===== config.mk =====
export PLATFORM = sky130hd
export DESIGN_NAME = tmoc_top
export DESIGN_NICKNAME = d
export VERILOG_FILES = /design/src/hdl/tmoc_top.v
export VERILOG_INCLUDE_DIRS = /design/src /design/src/hdl
export SDC_FILE = /design/constraint.sdc
export NUM_CORES = 1
export LEC_CHECK = 0
export ABC_CLOCK_PERIOD_IN_PS = 3020
export BUFFER_PORTS_ARGS = -buffer_cell sky130_fd_sc_hd__buf_2
export CORE_UTILIZATION = 61
export CTS_BUF_LIST = sky130_fd_sc_hd__clkbuf_4
export DETAILED_ROUTE_END_ITERATION = 12
export GPL_TIMING_DRIVEN = 0
export PLACE_DENSITY = 0.94
export SYNTH_ARGS = -nofsm -noshare
export SYNTH_HDL_FRONTEND = slang
export SYNTH_SLANG_ARGS = --single-unit
export TNS_END_PERCENT = 50

===== constraint.sdc =====
create_clock -name sys_clk -period 3.02 [get_ports sys_clk]
set_clock_uncertainty 0.05 [all_clocks]
set_input_delay 0.151 -clock sys_clk [delete_from_list [all_inputs] [get_ports sys_clk]]
set_output_delay 0.151 -clock sys_clk [all_outputs]
set_load 0.01 [all_outputs]

===== src/hdl/tmoc_regs.vh =====
// register map, field positions, reset values, output action codes and count limit of the timer output/trigger block
`ifndef TMOC_REGS_VH
`define TMOC_REGS_VH

// byte addresses on the apb bus
`define TMOC_ADDR_STATUS_OUT   8'h00
`define TMOC_ADDR_TRIG_CTRL    8'h04
`define TMOC_ADDR_MAIN_CTRL    8'h08
`define TMOC_ADDR_CMP_A        8'h0c
`define TMOC_ADDR_CMP_B        8'h10
`define TMOC_ADDR_COUNT        8'h14
`define TMOC_ADDR_IRQ_STATUS   8'h18
`define TMOC_ADDR_IRQ_MASK     8'h1c

// timer_status_output_select fields
`define TMOC_ST_MATCH_B_FLAG   7
`define TMOC_ST_MATCH_A_FLAG   6
`define TMOC_ST_OVERFLOW_FLAG  5
`define TMOC_ST_RSVD           4
`define TMOC_ST_OUT_B_HI       3
`define TMOC_ST_OUT_B_LO       2
`define TMOC_ST_OUT_A_HI       1
`define TMOC_ST_OUT_A_LO       0

// timer_trigger_control fields
`define TMOC_TC_RSVD_HI        7
`define TMOC_TC_RSVD_LO        5
`define TMOC_TC_EDGE_HI        4
`define TMOC_TC_EDGE_LO        3
`define TMOC_TC_GATE_EN        2
`define TMOC_TC_RSVD_B1        1
`define TMOC_TC_EXTRA_CLK      0

// timer_main_control fields
`define TMOC_MC_CLEAR_HI       4
`define TMOC_MC_CLEAR_LO       3
`define TMOC_MC_CLK_HI         2
`define TMOC_MC_CLK_LO         0

// interrupt status / mask bit positions
`define TMOC_IRQ_OVERFLOW      0
`define TMOC_IRQ_MATCH_A       1
`define TMOC_IRQ_MATCH_B       2

// reset values
`define TMOC_RST_OUT_SEL       4'h0
`define TMOC_RST_EDGE_SEL      2'h0
`define TMOC_RST_MAIN_CTRL     5'h00
`define TMOC_RST_CLEAR_SEL     2'h0
`define TMOC_RST_CLK_SEL       3'h0
`define TMOC_RST_CMP           8'hff
`define TMOC_RST_COUNT         8'h00
`define TMOC_RST_IRQ_MASK      3'h0

// output action codes
`define TMOC_ACT_NONE          2'h0
`define TMOC_ACT_ZERO          2'h1
`define TMOC_ACT_ONE           2'h2
`define TMOC_ACT_TOGGLE        2'h3

// count limits
`define TMOC_COUNT_MAX         8'hff

`endif


===== src/hdl/tmoc_top.v =====
// timer status flags, compare-match output select and trigger control with apb register access
// Contract
// - match A flag clears only by a write of 0 after reading it as 1
// - overflow flag sets when the 8-bit count wraps from ff to 00
// - overflow flag resets to 0 and clears only by read-1-then-write-0
// - reserved bits 4 of status and 7:5, 1 of trigger control read 1
// - bits 3:2 pick pin action on match B: hold, 0, 1, toggle
// - bits 1:0 pick pin action on match A: hold, 0, 1, toggle
// - match A and match B actions are independent, each on its own event
// - output pin is 0 after reset until the first compare match
// - trigger edge field bits 4:3: off, rising, falling, both edges
// - gate enable 1: a counter clear halts counting until selected trigger edge
// - gate enable 0 (reset): trigger ignored, counter runs on after clear
// - bit 0 extra clock select combines with clock select to choose source
// - match flags B and A set when count equals compare B or A
// - internal clocks 001: /4 or /8, 010: /16 or /32, 011: /64 or /128
// - clear select: 00 none, 01 match A, 10 match B, 11 reset pin rising
`timescale 1ns/1ps
`include "tmoc_regs.vh"
`default_nettype none

module tmoc_top (
    // clock and reset
    input  wire        sys_clk,
    input  wire        rst_n,
    // apb slave
    input  wire        psel,
    input  wire        penable,
    input  wire        pwrite,
    input  wire [7:0]  paddr,
    input  wire [31:0] pwdata,
    output wire        pready,
    output wire        pslverr,
    output reg  [31:0] prdata,
    // pins
    input  wire        trigger_pin,
    input  wire        ext_clock_pin,
    input  wire        counter_reset_input_pin,
    output reg         timer_output_pin,
    // interrupt
    output wire        irq
);

    ////////////////////////////////////////////////////////////////////////
    // state
    reg  [7:0] timer_count;
    reg  [7:0] compare_a_value;
    reg  [7:0] compare_b_value;
    reg        match_a_flag;
    reg        match_b_flag;
    reg        overflow_flag;
    reg        armed_a;
    reg        armed_b;
    reg        armed_ovf;
    reg  [3:0] out_sel;
    reg  [1:0] trigger_edge_sel;
    reg        trigger_gate_enable;
    reg        extra_clock_select;
    reg  [1:0] clear_select;
    reg  [2:0] clock_select;
    reg        halted;
    reg  [2:0] irq_status;
    reg  [2:0] irq_mask;
    reg  [6:0] prescale;
    reg  [2:0] sync1;
    reg  [2:0] sync2;
    reg  [2:0] sync_prev;
    reg        int_clk_prev;

    ////////////////////////////////////////////////////////////////////////
    // apb decode; the slave never waits
    wire       wr_acc  = psel & penable & pwrite;
    wire       rd_acc  = psel & penable & ~pwrite;
    wire       mapped  = (paddr[1:0] == 2'h0) && (paddr[7:2] <= 6'h07);
    wire       wr_stat = wr_acc && (paddr == `TMOC_ADDR_STATUS_OUT);
    wire       rd_stat = rd_acc && (paddr == `TMOC_ADDR_STATUS_OUT);
    wire       wr_trig = wr_acc && (paddr == `TMOC_ADDR_TRIG_CTRL);
    wire       wr_main = wr_acc && (paddr == `TMOC_ADDR_MAIN_CTRL);
    wire       wr_cmpa = wr_acc && (paddr == `TMOC_ADDR_CMP_A);
    wire       wr_cmpb = wr_acc && (paddr == `TMOC_ADDR_CMP_B);
    wire       wr_irqs = wr_acc && (paddr == `TMOC_ADDR_IRQ_STATUS);
    wire       wr_irqm = wr_acc && (paddr == `TMOC_ADDR_IRQ_MASK);

    assign pready  = 1'b1;
    assign pslverr = psel & penable & ~mapped;

    ////////////////////////////////////////////////////////////////////////
    // pin synchronisers: bit 0 trigger, bit 1 external clock, bit 2 reset pin
    wire [2:0] pins_raw = {counter_reset_input_pin, ext_clock_pin, trigger_pin};

    always @(posedge sys_clk or negedge rst_n) begin
        if (!rst_n) begin
            sync1     <= 3'h0;
            sync2     <= 3'h0;
            sync_prev <= 3'h0;
        end else begin
            sync1     <= pins_raw;
            sync2     <= sync1;
            sync_prev <= sync2;
        end
    end

    wire [2:0] rise = sync2 & ~sync_prev;
    wire [2:0] fall = ~sync2 & sync_prev;

    ////////////////////////////////////////////////////////////////////////
    // count source selection; internal ticks come from falling edges of a divider bit
    reg        int_clk;
    reg        count_tick;

    always @* begin
        int_clk = 1'b0;
        case ({clock_select[1:0], extra_clock_select})
            3'b010:  int_clk = prescale[1];   // sys_clk / 4
            3'b011:  int_clk = prescale[2];   // sys_clk / 8
            3'b100:  int_clk = prescale[3];   // sys_clk / 16
            3'b101:  int_clk = prescale[4];   // sys_clk / 32
            3'b110:  int_clk = prescale[5];   // sys_clk / 64
            3'b111:  int_clk = prescale[6];   // sys_clk / 128
            default: int_clk = 1'b0;
        endcase
    end

    always @* begin
        count_tick = 1'b0;
        case (clock_select)
            3'h1, 3'h2, 3'h3: count_tick = int_clk_prev & ~int_clk;
            3'h5:    count_tick = rise[1];
            3'h6:    count_tick = fall[1];
            3'h7:    count_tick = rise[1] | fall[1];
            default: count_tick = 1'b0;   // clock input prohibited
        endcase
    end

    // a source switch may look like a falling edge and add one count, as on the real part
    always @(posedge sys_clk or negedge rst_n) begin
        if (!rst_n) begin
            prescale     <= 7'h00;
            int_clk_prev <= 1'b0;
        end else begin
            prescale     <= prescale + 7'h01;
            int_clk_prev <= int_clk;
        end
    end

    ////////////////////////////////////////////////////////////////////////
    // compare, overflow and clear events
    wire       tick      = count_tick & ~halted;
    wire       match_a   = tick && (timer_count == compare_a_value);
    wire       match_b   = tick && (timer_count == compare_b_value);
    wire       overflow  = tick && (timer_count == `TMOC_COUNT_MAX);
    reg        clear_evt;

    always @* begin
        clear_evt = 1'b0;
        case (clear_select)
            2'h1:    clear_evt = match_a;
            2'h2:    clear_evt = match_b;
            2'h3:    clear_evt = rise[2];
            default: clear_evt = 1'b0;
        endcase
    end

    wire       trig_edge = (trigger_edge_sel[0] & rise[0]) | (trigger_edge_sel[1] & fall[0]);

    // counter and halt-on-clear gating
    always @(posedge sys_clk or negedge rst_n) begin
        if (!rst_n) begin
            timer_count <= `TMOC_RST_COUNT;
            halted      <= 1'b0;
        end else begin
            if (clear_evt)
                timer_count <= `TMOC_RST_COUNT;
            else if (tick)
                timer_count <= timer_count + 8'h01; // wraps ff to 00
            if (!trigger_gate_enable)
                halted <= 1'b0;
            else if (trig_edge)
                halted <= 1'b0; // restart wins over a clear in the same cycle
            else if (clear_evt)
                halted <= 1'b1;
        end
    end

    ////////////////////////////////////////////////////////////////////////
    // output pin; simultaneous matches resolve toggle over 1 over 0
    wire [1:0] act_a = match_a ? out_sel[1:0] : `TMOC_ACT_NONE;
    wire [1:0] act_b = match_b ? out_sel[3:2] : `TMOC_ACT_NONE;
    reg        next_out;

    always @* begin
        if (act_a == `TMOC_ACT_TOGGLE || act_b == `TMOC_ACT_TOGGLE)
            next_out = ~timer_output_pin;
        else if (act_a == `TMOC_ACT_ONE || act_b == `TMOC_ACT_ONE)
            next_out = 1'b1;
        else if (act_a == `TMOC_ACT_ZERO || act_b == `TMOC_ACT_ZERO)
            next_out = 1'b0;
        else
            next_out = timer_output_pin;
    end

    always @(posedge sys_clk or negedge rst_n) begin
        if (!rst_n)
            timer_output_pin <= 1'b0;
        else
            timer_output_pin <= next_out;
    end

    ////////////////////////////////////////////////////////////////////////
    // status flags: a read that sees 1 arms the clear, the next status write of 0 clears
    always @(posedge sys_clk or negedge rst_n) begin
        if (!rst_n) begin
            match_a_flag  <= 1'b0;
            match_b_flag  <= 1'b0;
            overflow_flag <= 1'b0;
            armed_a       <= 1'b0;
            armed_b       <= 1'b0;
            armed_ovf     <= 1'b0;
        end else begin
            // setting beats a clearing write in the same cycle; writing 1 never sets
            if (match_a)
                match_a_flag <= 1'b1;
            else if (wr_stat && armed_a && !pwdata[`TMOC_ST_MATCH_A_FLAG])
                match_a_flag <= 1'b0;
            if (match_b)
                match_b_flag <= 1'b1;
            else if (wr_stat && armed_b && !pwdata[`TMOC_ST_MATCH_B_FLAG])
                match_b_flag <= 1'b0;
            if (overflow)
                overflow_flag <= 1'b1;
            else if (wr_stat && armed_ovf && !pwdata[`TMOC_ST_OVERFLOW_FLAG])
                overflow_flag <= 1'b0;
            // any status write consumes the arming
            if (rd_stat) begin
                armed_a   <= match_a_flag;
                armed_b   <= match_b_flag;
                armed_ovf <= overflow_flag;
            end else if (wr_stat) begin
                armed_a   <= 1'b0;
                armed_b   <= 1'b0;
                armed_ovf <= 1'b0;
            end
        end
    end

    ////////////////////////////////////////////////////////////////////////
    // control registers
    always @(posedge sys_clk or negedge rst_n) begin
        if (!rst_n) begin
            out_sel             <= `TMOC_RST_OUT_SEL;
            trigger_edge_sel    <= `TMOC_RST_EDGE_SEL;
            trigger_gate_enable <= 1'b0;
            extra_clock_select  <= 1'b0;
            clear_select        <= `TMOC_RST_CLEAR_SEL;
            clock_select        <= `TMOC_RST_CLK_SEL;
            compare_a_value     <= `TMOC_RST_CMP;
            compare_b_value     <= `TMOC_RST_CMP;
            irq_mask            <= `TMOC_RST_IRQ_MASK;
        end else begin
            if (wr_stat)
                out_sel <= pwdata[`TMOC_ST_OUT_B_HI:`TMOC_ST_OUT_A_LO];
            if (wr_trig) begin
                trigger_edge_sel    <= pwdata[`TMOC_TC_EDGE_HI:`TMOC_TC_EDGE_LO];
                trigger_gate_enable <= pwdata[`TMOC_TC_GATE_EN];
                extra_clock_select  <= pwdata[`TMOC_TC_EXTRA_CLK];
            end
            if (wr_main) begin
                clear_select <= pwdata[`TMOC_MC_CLEAR_HI:`TMOC_MC_CLEAR_LO];
                clock_select <= pwdata[`TMOC_MC_CLK_HI:`TMOC_MC_CLK_LO];
            end
            if (wr_cmpa)
                compare_a_value <= pwdata[7:0];
            if (wr_cmpb)
                compare_b_value <= pwdata[7:0];
            if (wr_irqm)
                irq_mask <= pwdata[2:0];
        end
    end

    ////////////////////////////////////////////////////////////////////////
    // interrupt status: sticky, write one to clear, a new event wins
    wire [2:0] irq_events = {match_b, match_a, overflow};

    always @(posedge sys_clk or negedge rst_n) begin
        if (!rst_n)
            irq_status <= 3'h0;
        else if (wr_irqs)
            irq_status <= (irq_status & ~pwdata[2:0]) | irq_events;
        else
            irq_status <= irq_status | irq_events;
    end

    assign irq = |(irq_status & irq_mask);

    ////////////////////////////////////////////////////////////////////////
    // read data, captured in the setup phase so it stands through the access
    reg [7:0] rd_mux;

    always @* begin
        case (paddr)
            `TMOC_ADDR_STATUS_OUT: rd_mux = {match_b_flag, match_a_flag, overflow_flag, 1'b1, out_sel};
            `TMOC_ADDR_TRIG_CTRL:  rd_mux = {3'h7, trigger_edge_sel, trigger_gate_enable, 1'b1,
                                             extra_clock_select};
            `TMOC_ADDR_MAIN_CTRL:  rd_mux = {3'h0, clear_select, clock_select};
            `TMOC_ADDR_CMP_A:      rd_mux = compare_a_value;
            `TMOC_ADDR_CMP_B:      rd_mux = compare_b_value;
            `TMOC_ADDR_COUNT:      rd_mux = timer_count;
            `TMOC_ADDR_IRQ_STATUS: rd_mux = {5'h00, irq_status};
            `TMOC_ADDR_IRQ_MASK:   rd_mux = {5'h00, irq_mask};
            default:               rd_mux = 8'h00;
        endcase
    end

    always @(posedge sys_clk or negedge rst_n) begin
        if (!rst_n)
            prdata <= 32'h00000000;
        else if (psel && !penable && !pwrite)
            prdata <= {24'h000000, rd_mux};
    end

endmodule // tmoc_top

`default_nettype wire


### After elaboration in Yosys (flattened, before gate mapping)

Cells that the tools add are included.
Widths: inputs -> output; s select.

| word-level totals | value |
|---|---|
| register bits | 76 |
| bits of input ports | 48 |
| output and inout bits | 36 |
| word-level logic and storage cells | 147 |

| cells by class | value |
|---|---|
| add/sub/neg operators | 2 |
| magnitude comparators | 1 |
| equal/unequal tests | 32 |
| multiplexer cells | 25 |
| bitwise operators | 24 |
| reduce and logical (&&, ||, !) cells | 38 |

Operators with widths:

| cell | number |
|---|---|
| $pmux 8 s8 | 1 |
| $eq 8x5->1 const B | 4 |
| $eq 3x3->1 const B | 7 |
| $logic_and 1x1->1 | 20 |
| $eq 8x4->1 const B | 2 |
| $eq 8x8->1 | 2 |
| $mux 1 | 16 |
| $mux 8 | 2 |
| $eq 2x2->1 const B | 6 |
| $eq 3x2->1 const B | 4 |
| $reduce_bool 2->1 | 5 |
| $and 3x3->3 | 3 |
| $add 8x1->8 const B | 1 |
| $and 1x1->1 | 8 |
| $eq 8x3->1 const B | 1 |
| $eq 8x8->1 const B | 1 |
| $logic_not 8->1 | 1 |
| $add 7x1->7 const B | 1 |
| $eq 2x1->1 const B | 3 |
| $le 6x3->1 const B | 1 |
| $not 3->3 | 2 |
| $or 3x3->3 | 2 |
| $pmux 1 s6 | 1 |
| $reduce_or 3->1 | 2 |
| other kinds (14) | 26 |

### Depth between registers and ports, before layout

| logic depth | value |
|---|---|
| depth in word-level cells | 13 |
| mapped depth | 9 |

### Worst setup path after synthesis

No wires, ideal clock.

| timing | value |
|---|---|
| kind | register to register |
| start | register sync2[1] |
| end | register halted |
| arrival time | 1.807 ns |
| data required time | 2.903 ns |
| setup slack | 1.096 ns |
| cell stages (with the launch flop) | 9 |
| buffers on the path | 0 |
| period minus slack after synthesis | 1.924 ns |
| cell sequence | dfrtp_1 > inv_1 > ha_1 > nand2_1 > o21ai_0 > a311oi_2 > nand2_2 > o21ai_4 > o2111a_1 |

| between the ends | value |
|---|---|
| cells in the longest elaborated chain, start to end | 8 |
| elaborated cells between the ends (all ways) | 10 |
| those cells by class | 1 x eq/ne; 2 x mux; 5 x bitwise; 2 x reduce/logical |

RTL lines:

| element | RTL line | text |
|---|---|---|
| start: declaration | tmoc_top.v:66 | `reg [2:0] sync2;` |
| start signal: assignment | tmoc_top.v:98 | `sync2 <= sync1;` |
| $not 2->2 | tmoc_top.v:104 | `wire [2:0] fall = ~sync2 & sync_prev;` |
| $and 2x2->2 | tmoc_top.v:104 |  |
| $or 1x1->1 | tmoc_top.v:130 | `3'h7: count_tick = rise[1] \| fall[1];` |
| $pmux 1 s4 * | tmoc_top.v:126 | `case (clock_select)` |
| $and 1x1->1 * | tmoc_top.v:148 | `wire tick = count_tick & ~halted;` |
| $logic_and 1x1->1 (on tied branches) | tmoc_top.v:150, tmoc_top.v:149 |  |
| $pmux 1 s3 * | tmoc_top.v:156 | `case (clear_select)` |
| $ne 3x1->1 (no source line) * | n/a |  |
| end signal: assignment | tmoc_top.v:170 | `halted <= 1'b0;` |
| end signal: assignment | tmoc_top.v:177 | `halted <= 1'b0;` |
| end signal: assignment | tmoc_top.v:179 | `halted <= 1'b0;` |
| end: declaration | tmoc_top.v:61 | `reg halted;` |

Mark *: on every way between the ends. The rest lies on a longest branch, timed or not.
A chain may end at the register's enable or synchronous reset.

### Final worst setup path

| timing | value |
|---|---|
| start | register sync2[1] |
| end | register irq_status[0] |

| between the ends | value |
|---|---|
| cells in the longest elaborated chain, start to end | 8 |
| elaborated cells between the ends (all ways) | 10 |
| those cells by class | 2 x mux; 7 x bitwise; 1 x reduce/logical |

RTL lines:

| element | RTL line | text |
|---|---|---|
| $not 2->2 | tmoc_top.v:104 |  |
| $and 2x2->2 | tmoc_top.v:104 |  |
| $or 1x1->1 | tmoc_top.v:130 |  |
| $pmux 1 s4 * | tmoc_top.v:126 |  |
| $and 1x1->1 * | tmoc_top.v:148 |  |
| $logic_and 1x1->1 * | tmoc_top.v:151 | `` wire overflow = tick && (timer_count == `TMOC_COUNT_MAX); `` |
| $or 3x3->3 (on tied branches) | tmoc_top.v:290, tmoc_top.v:288 |  |
| $mux 3 * | tmoc_top.v:287 | `else if (wr_irqs)` |
| end signal: assignment | tmoc_top.v:288 | `irq_status <= (irq_status & ~pwdata[2:0]) \| irq_events;` |
| end signal: assignment | tmoc_top.v:290 | `irq_status <= irq_status \| irq_events;` |
| end: declaration | tmoc_top.v:62 | `reg [2:0] irq_status;` |

Marked as above.

==> flow_metrics.py <==
metrics = {
    "worst_setup_path": {
        "cp_max_fo": 7,
        "cpPeakStageDelay_ns": 0.60,
        "cp.arrival_ns": 2.70,
        "path_delay_family": "compound AO/OA/AOI/OAI gates",
        "crit_type": "register to register",
        "cp-end-kind": "register",
        "cpMostUsedCell": "nand2_1",
        "cp.required_ns": 3.32,
        "start_kind": "register",
        "path_buf_inv": 2,
        "crit_chain": "inv_1 -> ha_1 -> nand2_1 -> o21ai_0 -> a311oi_2 -> and2_1 -> buf_2 -> nand4_1 -> nand2_1",
        "crit_path_top_delay_cell": "a311oi_2",
    },
    "detailed_routing": {
        "dr.pass1.iters": 12,
        "vias": 3287,
        "post-route-drc-count": 14,
        "ant_nets": 0,
        "routed_via_density": 5.987,
        "totalWireLength_um": 10010,
        "wl_per_cell_um": 18.23,
        "first_iter_violations": 382,
    },
    "run_status": {
        "violations": "DRC",
        "status": "complete, but fails checks",
    },
    "timing": {
        "setup_violations": 0,
        "setup_tns_ns": 0,
        "tightestPinTransition_ns": 0.9038,
        "period_share_pct": 79.44,
        "hold_violations": 0,
        "finalMaxSlewViolations": 0,
        "period_minus_slack_ns": 2.399,
        "fmax_mhz": 416.8,
        "slew_headroom_pct": 39.75,
        "rsz0062_at_grt": "no",
    },
    "synth": {
        "syn_area_um2": 4094,
        "ys.flop_type": "dfrtp_1",
        "async_flop_share_pct": 100.0,
        "synthTopCellsByArea": "dfrtp_1, dfstp_2, mux2_2",
        "yosys.area.top_type": "dfrtp_1",
        "ys_ff_latch": 76,
        "yosys_warnings": 0,
        "synth_top_area_share_pct": 36.67,
        "synth.avg_cell_area_um2": 10.55,
        "synth-edff-count": 0,
        "yosysSeqAreaShare_pct": 46.94,
        "yosysUniqueCellTypes": 57,
        "synth_cells": 388,
    },
    "clock_tree": {
        "clockRootBuffer": "clkbuf_4",
        "cts_tree": "built",
        "cts.path.max_buffers": 2,
        "worstSkewPairLatency_ns": 0.42,
        "clkTransAtPathRegs_ns": 0.14,
        "cts_resized": 0,
        "htreeDepth": 3,
        "cts_inserted_buffers": 9,
        "cts_num_sinks": 76,
    },
    "grt": {
        "grt_pass1_vias": 3263,
        "grt_overflow_total": 0,
        "antenna_found_initial": 0,
        "grt_pass1_wl_um": 16170,
        "grt_usage_pct": 30.00,
        "grt_max_degree": 77,
    },
    "power_and_ir_drop": {
        "power.density_nw_per_um2": 421.1,
        "p_sw_uw": 575.7,
        "total_power_uw": 1981,
        "leakagePower_uw": 0.002163,
        "p_int_uw": 1406,
        "power_frac_comb_pct": 12.9,
        "sw_frac_of_total_pct": 29.06,
        "power.share.clock_pct": 32.6,
        "ir_drop_uv": 335.0,
        "power_frac_seq_pct": 54.5,
    },
    "die": {
        "dieArea_um2": 7043,
        "die_w_um": 83.92,
        "ios": 84,
        "coreArea_um2": 6422,
        "rows": 29,
        "start_util_pct": 63.74,
        "die_y_um": 83.92,
    },
    "final_layout": {
        "fill_cells": 483,
        "regArea_um2": 1922,
        "area_growth_pct": 14.94,
        "diodes": 0,
        "fin_nets": 519,
        "drive_above_1_share_pct": 30.30,
        "multi_input_area_um2": 1933,
    },
    "place": {
        "dpl.hpwl_um": 7151,
        "globalplace.congestion": 0.9196,
        "port_buffers": 33,
    },
    "job": {
        "drv_cap": 0,
    },
    "min_path": {
        "hold_class": "input pin to register",
    },
}
## layer usage
metal  vias to the layer above  track usage [%]  wire (µm)
met4                         0            10.50        180
met2                       171            49.03       4910
met5                         -                0          0
li1                       1475                -          -
met1                      1613            40.00       4075
met3                        28            6.133        841
## path summary, 6_finish.rpt
| kind | endpoint | slack, ns | cells past startpoint | startpoint |
|---|---|---|---|---|
| hold reg to reg | sync2[2] | 0.32 | 0 | sync1[2] |
| setup reg to reg | irq_status[0] | 0.62 | 9 | sync2[1] |
| max in group asynchronous | sync_prev[2] | 1.99 | 2 | rst_n |
| min in group asynchronous | prescale[3] | 0.34 | 2 | rst_n |
| hold / removal | armed_a | 0.01 | 3 | pwrite |
| setup / recovery | irq_status[0] | 0.62 | 9 | sync2[1] |
## flip-flops by register name, summed over array words and instances (netlist names), 2 cells and up
| signal | count |
|---|---|
| irq_mask | 3 |
| sync_prev | 3 |
| compare_b_value | 8 |
| sync2 | 3 |
| prescale | 7 |
| trigger_edge_sel | 2 |
| prdata | 8 |
| timer_count | 8 |
| out_sel | 4 |
| sync1 | 3 |
| clock_select | 3 |
| compare_a_value | 8 |
| clear_select | 2 |
| irq_status | 3 |
## synth_stat cells, drive strengths merged, types with 5 or more instances
library cell  count
a21oi             5
a221oi            6
and3              8
buf              32
clkbuf           10
dfrtp            60
dfstp            16
inv              13
mux2             24
mux2i             7
nand2            47
nand3             9
nand3b            5
nand4             9
nor2             14
nor2b             6
o21ai            37
xnor2            19
xor2              8
## cell usage in the layout (no fill, tap or decap), drive strengths merged, types with 4 or more instances in the layout
cell type,netlist,final
a21oi,5,5
a221oi,6,6
a222oi,4,4
a22oi,4,4
and3,8,8
buf,32,65
clkbuf,10,19
conb,2,25
dfrtp,60,60
dfstp,16,16
dlygate4sd3,0,12
ha,4,4
inv,13,15
mux2,24,24
mux2i,7,7
nand2,47,47
nand2b,4,4
nand3,9,9
nand3b,5,5
nand4,9,9
nor2,14,14
nor2b,6,6
o21ai,37,37
o31ai,4,4
xnor2,19,19
xor2,8,8
## worst register-to-register path, delay by kind of cell (launching register included)
kind                     cells  cell delay, ns
AO/OA/AOI/OAI                2            0.70
AND/OR/NAND/NOR              4            0.66
flip-flops                   1            0.40
adder cells (fa/ha/maj)      1            0.28
buffers and inverters        2            0.24
## final cells by class
type,instances,share of cell area [%]
tap,77,2.047
timing repair buffer,45,6.115
clock inverter,7,1.569
buffer,42,5.876
sequential,76,40.84
clock buffer,9,1.436
multi-input combinational,280,41.08
inverter,13,1.037
## stage by stage
stage	cells	util, %	worst slack, ns	area [µm²]	hold slack [ns]
after floorplan	411	-	1.096	4180	-0.1946
after global placement	521	69.16	0.8226	4442	0.2082
after detailed placement	521	69.20	0.7377	4444	0.2108
after CTS	549	73.27	0.6729	4706	0.002027
after global routing	549	73.27	0.5613	4706	0.04643
final	549	73.27	0.6210	4706	0.01187
## power by group through the flow
| stage | clock [µW] | combinational [µW] | sequential, µW |
|---|---|---|---|
| final | 645 | 256 | 1080 |
| after global routing | 687 | 281 | 1080 |
| after CTS | 646 | 249 | 1080 |
| after detailed placement | 0 | 237 | 1100 |
| after global placement | 0 | 232 | 1100 |
| after floorplan | 0 | 151 | 1090 |
## repair_timing
action / 4_1_cts / 5_1_grt
hold buffers: 12 / 0
setup buffers: 0 / 0
endpoints found under the hold margin: 84 / 0
## cells by family after synthesis
logic type | after synthesis | synth area share [%]
AOI/OAI and AO/OA | 73 | 12.13
adders and majority gates | 4 | 1.223
DFF | 76 | 46.94
muxes | 31 | 8.863
buffers and inverters | 55 | 7.946
and+or+nand+nor | 120 | 16.93
other | 2 | 0.1834
xor gates and xnor gates | 27 | 5.776
No activity file was read; power rests on OpenSTA's default activity.
